$ cat src/verilog/susc_params.svh
`ifndef SUSC_PARAMS_SVH
`define SUSC_PARAMS_SVH

// special-function address of clock_source_select
`define SUSC_SELECT_ADDR   8'hA9
// reset value of clock_source_select
`define SUSC_SELECT_RESET  8'h00

// field positions inside clock_source_select
`define SUSC_UNUSED_HI_BIT 7
`define SUSC_USB_MSB       6
`define SUSC_USB_LSB       4
`define SUSC_UNUSED_MSB    3
`define SUSC_UNUSED_LSB    2
`define SUSC_SYS_MSB       1
`define SUSC_SYS_LSB       0

`endif

$ cat src/verilog/susc_pkg.sv
package susc_pkg;

   // usb_clock_source_field codes
   typedef enum logic [2:0] {
      USB_MUL      = 3'h0,
      USB_INT_DIV2 = 3'h1,
      USB_EXT      = 3'h2,
      USB_EXT_DIV2 = 3'h3,
      USB_EXT_DIV3 = 3'h4,
      USB_EXT_DIV4 = 3'h5,
      USB_RSVD_6   = 3'h6,
      USB_RSVD_7   = 3'h7
   } susc_usb_src_t;

   // system_clock_source_field codes
   typedef enum logic [1:0] {
      SYS_INT      = 2'h0,
      SYS_EXT      = 2'h1,
      SYS_MUL_DIV2 = 2'h2,
      SYS_RSVD     = 2'h3
   } susc_sys_src_t;

   // stored fields; the unused bits have no storage at all
   typedef struct packed {
      susc_usb_src_t usbSrc;
      susc_sys_src_t sysSrc;
   } susc_cfg_t;

endpackage : susc_pkg

$ cat src/verilog/susc_clock_select.sv
`timescale 1ns/1ns
`include "susc_params.svh"
// Overview of operation
// usb bits 6:4: mul, int/2, ext, ext/2, ext/3, ext/4; 110, 111 reserved.
// system bits 1:0: internal, external, multiplier/2; 11 reserved.
// full speed usb needs software to set up a 48 MHz usb clock.
// low speed usb needs software to set up a 6 MHz usb clock.
// bit 7 is not stored, reads zero, writes ignored.
// bits 3 and 2 are not stored, read zero, writes ignored.
// low speed: internal divided by two with 001, or 24 MHz crystal with 101.
// system clock switches on the fly only to an enabled, settled source.
// reset clears the register: internal system clock, multiplier usb clock.
module susc_clock_select
   import susc_pkg::*;
(
   input  wire logic       sys_clk,
   input  wire logic       rstn,
   input  wire logic [7:0] sfrAddr,
   input  wire logic [7:0] sfrWrData,
   input  wire logic       sfrWr,
   input  wire logic       sfrRd,
   output      logic [7:0] sfrRdData,
   input  wire logic       intOscTick,
   input  wire logic       extOscTick,
   input  wire logic       mulTick,
   input  wire logic       intOscReady,
   input  wire logic       extOscReady,
   input  wire logic       mulReady,
   output      logic       sysClkTick,
   output      logic       usbClkTick,
   output      susc_sys_src_t sysSrcActive
);

   localparam logic [7:0] RESET_VAL = `SUSC_SELECT_RESET;
   localparam logic [7:0] REG_ADDR  = `SUSC_SELECT_ADDR;

   susc_cfg_t  cfg;
   logic       intPhase;
   logic       mulPhase;
   logic [1:0] extCnt;
   logic       regHit;
   logic       intHalfTick;
   logic       mulHalfTick;
   logic       extDivTick;

   // divide ratio applied to the external oscillator for usb
   function automatic logic [2:0] ext_divisor(input susc_usb_src_t s);
      unique case (s)
         USB_EXT_DIV2: ext_divisor = 3'h2;
         USB_EXT_DIV3: ext_divisor = 3'h3;
         USB_EXT_DIV4: ext_divisor = 3'h4;
         default:      ext_divisor = 3'h1;
      endcase
   endfunction : ext_divisor

   // whether a system clock source is enabled and settled
   function automatic logic src_ready(input susc_sys_src_t s,
                                      input logic intRdy,
                                      input logic extRdy,
                                      input logic mulRdy);
      unique case (s)
         SYS_INT:      src_ready = intRdy;
         SYS_EXT:      src_ready = extRdy;
         SYS_MUL_DIV2: src_ready = mulRdy;
         SYS_RSVD:     src_ready = 1'b0;
      endcase
   endfunction : src_ready

   assign regHit = (sfrAddr == REG_ADDR);

   // register write; only the two fields are stored
   always_ff @(posedge sys_clk or negedge rstn) begin
      if (!rstn) begin
         cfg.usbSrc <= susc_usb_src_t'(
                       RESET_VAL[`SUSC_USB_MSB:`SUSC_USB_LSB]);
         cfg.sysSrc <= susc_sys_src_t'(
                       RESET_VAL[`SUSC_SYS_MSB:`SUSC_SYS_LSB]);
      end else if (sfrWr && regHit) begin
         // bits 7, 3 and 2 are dropped here
         cfg.usbSrc <= susc_usb_src_t'(
                       sfrWrData[`SUSC_USB_MSB:`SUSC_USB_LSB]);
         cfg.sysSrc <= susc_sys_src_t'(
                       sfrWrData[`SUSC_SYS_MSB:`SUSC_SYS_LSB]);
      end
   end

   // read path; unused bits and unmapped addresses give zero
   always_ff @(posedge sys_clk or negedge rstn) begin
      if (!rstn) begin
         sfrRdData <= 8'h00;
      end else if (sfrRd && regHit) begin
         sfrRdData <= 8'h00;
         sfrRdData[`SUSC_USB_MSB:`SUSC_USB_LSB] <= cfg.usbSrc;
         sfrRdData[`SUSC_SYS_MSB:`SUSC_SYS_LSB] <= cfg.sysSrc;
         sfrRdData[`SUSC_UNUSED_HI_BIT] <= 1'b0;
         sfrRdData[`SUSC_UNUSED_MSB:`SUSC_UNUSED_LSB] <= 2'h0;
      end else begin
         sfrRdData <= 8'h00;
      end
   end

   // halving dividers run free so a later switch finds them running
   always_ff @(posedge sys_clk or negedge rstn) begin
      if (!rstn) begin
         intPhase <= 1'b0;
         mulPhase <= 1'b0;
      end else begin
         if (intOscTick)
            intPhase <= ~intPhase;
         if (mulTick)
            mulPhase <= ~mulPhase;
      end
   end

   assign intHalfTick = intOscTick && intPhase;
   assign mulHalfTick = mulTick && mulPhase;
   // >= rather than == so a smaller ratio written mid-count still wraps
   assign extDivTick  = extOscTick &&
                        ({1'b0, extCnt} >= ext_divisor(cfg.usbSrc) - 3'h1);

   // external divider for usb, ratio 1 to 4
   always_ff @(posedge sys_clk or negedge rstn) begin
      if (!rstn) begin
         extCnt <= 2'h0;
      end else if (extOscTick) begin
         if (extDivTick)
            extCnt <= 2'h0;
         else
            extCnt <= extCnt + 2'h1;
      end
   end

   // active system source follows the field only when the target is
   // ready; a reserved code or an unsettled source keeps the old one
   always_ff @(posedge sys_clk or negedge rstn) begin
      if (!rstn) begin
         sysSrcActive <= SYS_INT;
      end else if (src_ready(cfg.sysSrc, intOscReady,
                             extOscReady, mulReady)) begin
         sysSrcActive <= cfg.sysSrc;
      end
   end

   // system clock enable from the active source
   always_ff @(posedge sys_clk or negedge rstn) begin
      if (!rstn) begin
         sysClkTick <= 1'b0;
      end else begin
         unique case (sysSrcActive)
            SYS_INT:      sysClkTick <= intOscTick;
            SYS_EXT:      sysClkTick <= extOscTick;
            SYS_MUL_DIV2: sysClkTick <= mulHalfTick;
            SYS_RSVD:     sysClkTick <= 1'b0;
         endcase
      end
   end

   // usb clock enable; reserved codes stop it
   // rate checks (48 or 6 MHz) are left to software
   always_ff @(posedge sys_clk or negedge rstn) begin
      if (!rstn) begin
         usbClkTick <= 1'b0;
      end else begin
         unique case (cfg.usbSrc)
            USB_MUL:      usbClkTick <= mulTick;
            USB_INT_DIV2: usbClkTick <= intHalfTick;
            USB_EXT:      usbClkTick <= extOscTick;
            USB_EXT_DIV2,
            USB_EXT_DIV3,
            USB_EXT_DIV4: usbClkTick <= extDivTick;
            USB_RSVD_6,
            USB_RSVD_7:   usbClkTick <= 1'b0;
         endcase
      end
   end
endmodule : susc_clock_select

$ cat config.mk
export PLATFORM = sky130hd
export DESIGN_NAME = susc_clock_select
export DESIGN_NICKNAME = d
export VERILOG_FILES = /design/src/verilog/susc_pkg.sv /design/src/verilog/susc_clock_select.sv
export VERILOG_INCLUDE_DIRS = /design/src /design/src/verilog
export SDC_FILE = /design/constraint.sdc
export NUM_CORES = 1
export LEC_CHECK = 0
export BUFFER_PORTS_ARGS = -buffer_cell sky130_fd_sc_hd__buf_2
export CORE_MARGIN = 3
export CORE_UTILIZATION = 34
export DETAILED_ROUTE_END_ITERATION = 6
export PLACE_DENSITY = 0.71
export SLEW_MARGIN = 20
export SYNTH_ARGS = -nofsm -noshare
export SYNTH_HDL_FRONTEND = slang
export SYNTH_SLANG_ARGS = --single-unit
$ cat constraint.sdc
create_clock -name sys_clk -period 3.5 [get_ports sys_clk]
set_input_delay 0.35 -clock sys_clk [delete_from_list [all_inputs] [get_ports sys_clk]]
set_output_delay 0.35 -clock sys_clk [all_outputs]
set_load 0.1 [all_outputs]
After elaboration in Yosys (flattened, before gate mapping)
Cells that the tools add are included.

word-level totals
  memory bits (writable) = 0
  register bits after elaboration = 20
  logic and storage cells = 44
  memories = 0
  latch bits = 0
  memory bits (read-only) = 0

operators by class
  divide/modulo/power cells = 0
  add/sub/neg operators = 2
  order comparisons = 1
  equal/unequal tests = 14
  reduce and logical (&&, ||, !) cells = 10
  multiplexer cells = 6
  $mul = 0
  shifts and indexed selects = 0
  bitwise operators = 2

operators by type and width
  operator                                                               number
  3-bit equality test, second input constant                             4
  3-bit one-hot mux with 3 select lines                                  1
  2-bit equality test, second input constant                             4
  8-bit equality test, second input constant                             1
  1-bit one-hot mux with 4 select lines                                  2
  7-bit two-way mux                                                      1
  3-bit by 2-bit equality test with 1-bit output, second input constant  2
  1-bit logical AND                                                      5
  1-bit one-hot mux with 5 select lines                                  1
  2-bit by 1-bit equality test with 1-bit output, second input constant  2
  2-bit zero test                                                        2
  3-bit by 1-bit equality test with 1-bit output, second input constant  1
  2-bit by 3-bit >= comparator with 1-bit output                         1
  3-bit zero test                                                        1
  3-bit OR reduction                                                     1
  3-bit by 1-bit subtractor with 3-bit output, second input constant     1
  2-bit by 1-bit adder with 2-bit output, second input constant          1
  2-bit two-way mux                                                      1
  1-bit NOT                                                              2
  2-bit OR reduction                                                     1

Depth between registers and ports, before layout
  depth after elaboration = 6
  gate-level depth with buffers = 8

Worst setup path after synthesis
Ideal clock, no wire load.

  path type = reg-to-reg
  start = register cfg[3] (netlist bit)
  end = register usbClkTick
  arrival = 1.739 ns
  data required time = 3.379 ns
  path buffers = 0
  cell stages (with the launch flop) = 8
  setup slack = 1.640 ns
  clock period less this slack = 1.860 ns
  cell sequence = dfrtp_1 nand2b_1 o21a_1 ha_1 ha_1 o21ai_0 a221oi_1 a22o_1

between the ends
  longest elaborated chain between the ends = 6
  elaborated cells on any way between the ends = 15
  those cells by class = 1 x add/sub; 1 x order compare; 7 x eq/ne; 2 x mux; 4 x reduce/logical

RTL lines
  item                                                                                   line                                               text
  from (decl)                                                                            susc_clock_select.sv:37                            susc_cfg_t cfg;
  3-bit equality test or 3-bit by 2-bit equality test with 1-bit output (tied branches)  susc_clock_select.sv:48, susc_clock_select.sv:164
  3-bit one-hot mux with 3 select lines                                                  susc_clock_select.sv:48                            unique case (s)
  3-bit by 1-bit subtractor with 3-bit output                                            susc_clock_select.sv:119                           ({1'b0, extCnt} >= ext_divisor(cfg.usbSrc) - 3'h1);
  2-bit by 3-bit >= comparator with 1-bit output                                         susc_clock_select.sv:119
  1-bit logical AND                                                                      susc_clock_select.sv:118                           assign extDivTick = extOscTick &&
  1-bit one-hot mux with 5 select lines *                                                susc_clock_select.sv:164                           unique case (cfg.usbSrc)
  to (signal assigned)                                                                   susc_clock_select.sv:165                           USB_MUL: usbClkTick <= mulTick;
  to (signal assigned)                                                                   susc_clock_select.sv:166                           USB_INT_DIV2: usbClkTick <= intHalfTick;
  to (signal assigned)                                                                   susc_clock_select.sv:167                           USB_EXT: usbClkTick <= extOscTick;
  to (decl)                                                                              susc_clock_select.sv:30                            output logic usbClkTick,

Mark *: on every way between the ends. The rest lies on a longest branch, timed or not.
A chain may end at the register's enable or synchronous reset.

Final worst setup path
Ends and elaborated chain as after synthesis.

==> metrics.md <==
| Metric | Value |
|---|---|
| Core area | 2500 um^2 |
| Initial antenna violation count | 0 |
| #FFs+latches synth | 18 |
| Final Max Tran Viols | 0 |
| Largest net degree at the start of global routing | 19 |
| Status | complete, no violations |
| Inst Count DP | 140 |
| First-pass GRT wire length | 3020 um |
| Yosys warning total | 0 |
| Detailed Routing Iterations Pass 1 | 4 |
| Clk_lat worst skew | 0.29 ns |
| Post-route DRC | 0 |
| Final WL | 1800 um |
| Share of the synthesized area in the top cell type | 0.501 |
| TritonCTS clock tree | yes |
| Num CTS Buffers | 3 |
| Clock Tree Root | clkbuf_4 |
| Top-Level Pins | 38 |
| Placed Instance Area | 1080 um^2 |
| CP Class | flip-flop to flip-flop |
| # H-tree levels | 1 |
| CTS resizes | 0 |
| Nets | 145 |
| P&R area growth vs syn | 24.9% |
| Clock Sink Count | 18 |
| Dpl hpwl | 1480 um |
| Pre-CTS setup slack | 1.49 ns |
| GRT overflow | 0 |
| Diodes inserted | 0 |
| Mean area per synthesized cell | 11.2 um^2 |
| Vias per Instance | 4.78 |
| Unrepaired setup endpoints after global routing | no |
| Post-route ant nets | 0 |
| Fin crit share | 0.575 |
| Fin crit period | 2.01 ns |
| Ratio of cells with drive above 1 in the final layout | 0.374 |
| Die width | 57.4 um |
| # Max-Cap Violations | 0 |
| Synthesized area | 898 um^2 |
| Peak Freq | 496 MHz |
| Die height | 57.4 um |
| Setup ws final | 1.49 ns |
| Area contributors post-synth | dfrtp_1, mux2_4, ha_1 |
| Library cells used by synthesis | 27 |
| Worst Path Arrival | 2.21 ns |
| Clk buf depth | 2 |
| Rows | 18 |
| VDD IR-drop max | 220 uV |
| Pwr per Cell Area | 455 nW/um^2 |
| Fin cells | 145 |
| Initial core utilization | 0.359 |
| Final Hold Viols | 0 |
| CTS clk-pin slew, worst paths | 0.10 ns |
| Fin Setup TNS | 0 ns |
| Cell count after synthesis | 80 |
| Final Wtd Congestion | 0.788 |
| Cell taking the most area after synthesis | dfrtp_1 |
| Hold Crit Class | input pin to flip-flop |
| Layout fillers | 234 |
| IO Port Bufs | 31 |
| CP startpoint kind | flip-flop |
| CP max FO | 8 |
| WHS | 0.254 ns |
| Max Clock Skew | 0.00306 ns |
| Avg WL per Cell | 12.4 um |
| Starting DRT DRC Count | 10 |
| Required @ worst endpoint | 3.69 ns |
| Final Setup Violations | 0 |
| Postcts setup bufs | 0 |
| Vias | 693 |
| Die Area | 3290 um^2 |
| Tot GR Track Use | 0.119 |
| Seq/Total Area, Yosys | 0.501 |
| Post-layout instance area | 1120 um^2 |
| Number of global-route vias before repair | 716 |
| Critical Path End Type | flip-flop |
| Static Leak | 0.000562 uW |
==> kinds of logic after synthesis <==
family	Yosys count	synth area share
xor gates and xnor gates	5	0.0487
buffers and inverters	10	0.0543
DFF	18	0.501
adders and majority gates	3	0.0418
and+or+nand+nor	20	0.135
muxes	5	0.0836
AOI/OAI and AO/OA	18	0.131
other	1	0.00417
==> worst max-delay path, stage by stage (launching register included) <==
cell and delay, ns:
dfrtp_1 0.47, nand2b_1 0.22, a21oi_1 0.21, ha_1 0.27, ha_1 0.26, o21ai_0 0.19, a221oi_1 0.07, a22o_1 0.20
==> power breakdown <==
group	switching [uW]	leakage, uW	internal, uW
combinational	82.9	0.000302	43.3
clock	64.6	0.0000210	63.4
sequential	22.1	0.000239	235
==> routing by layer <==
| metal | global-route usage | part of all wire | up-vias |
|---|---|---|---|
| met5 | 0 | 0 | - |
| met2 | 0.205 | 0.50 | 26 |
| li1 | - | - | 341 |
| met4 | 0.0695 | 0.027 | 0 |
| met1 | 0.139 | 0.42 | 321 |
| met3 | 0.0158 | 0.050 | 5 |
==> per-stage QoR <==
step / utilization / total power, uW
after detailed placement: 0.430 / 387
after global routing: 0.449 / 540
after floorplan: - / 354
after CTS: 0.449 / 516
final: 0.449 / 511
after global placement: 0.430 / 381
==> synthesized netlist by cell type, drive strengths merged <==
library cell	number
a21boi	2
conb	1
nor2b	1
xor2	4
nand2b	1
and4bb	2
ha	3
nand3	2
xnor2	1
dfrtp	18
o21ai	3
inv	7
o211ai	1
o2bb2ai	2
buf	3
nand3b	2
a221oi	1
a22o	1
nor2	7
nor3	1
a31oi	1
a21oi	5
o21a	1
o22ai	1
mux2	5
nand2	4
==> layout by cell type (no fill, tap or decap), drive strengths merged, types with 2 or more instances in the layout <==
cell type and count:
nor2 7, a21oi 5, clkbuf 4, nand3 2, mux2 5, dfrtp 18, xor2 4, o2bb2ai 2
o21ai 3, conb 3, buf 31, ha 3, nand3b 2, and4bb 2, nand2 4, inv 7
a21boi 2
==> sequential cells by signal (all words and copies together) (netlist names) <==
register and count:
cfg 5, usbClkTick 1, intPhase 1, mulPhase 1, sysSrcActive 2, extCnt 2
sfrRdData 5, sysClkTick 1
==> path summary, 6_finish.rpt <==
| kind | start | to | slack, ns | cells after the start |
|---|---|---|---|---|
| worst max-delay path | cfg[3] | usbClkTick | 1.49 | 7 |
| worst min-delay path | intOscTick | intPhase | 0.25 | 2 |
| worst max register to register | cfg[3] | usbClkTick | 1.49 | 7 |
| worst min register to register | intPhase | intPhase | 0.47 | 1 |
| max in group asynchronous | rstn | sfrRdData[6] | 2.72 | 2 |
| min in group asynchronous | rstn | mulPhase | 0.50 | 2 |
==> cell type report <==
class                   instances  area, um^2  area share
repair buffers                 32         165       0.147
multi-input cells              54         407       0.362
inverters                       7        26.3      0.0234
well taps                      30        37.5      0.0334
flip-flops and latches         18         450       0.401
clock buffers                   4        36.3      0.0323
==> timing repair <==
action                                  4_1_cts  5_1_grt
endpoints found under the setup margin        0        0
endpoints found under the hold margin        18        0
hold buffers                                  1        0
Note: power is estimated with default switching activity, not from simulation.
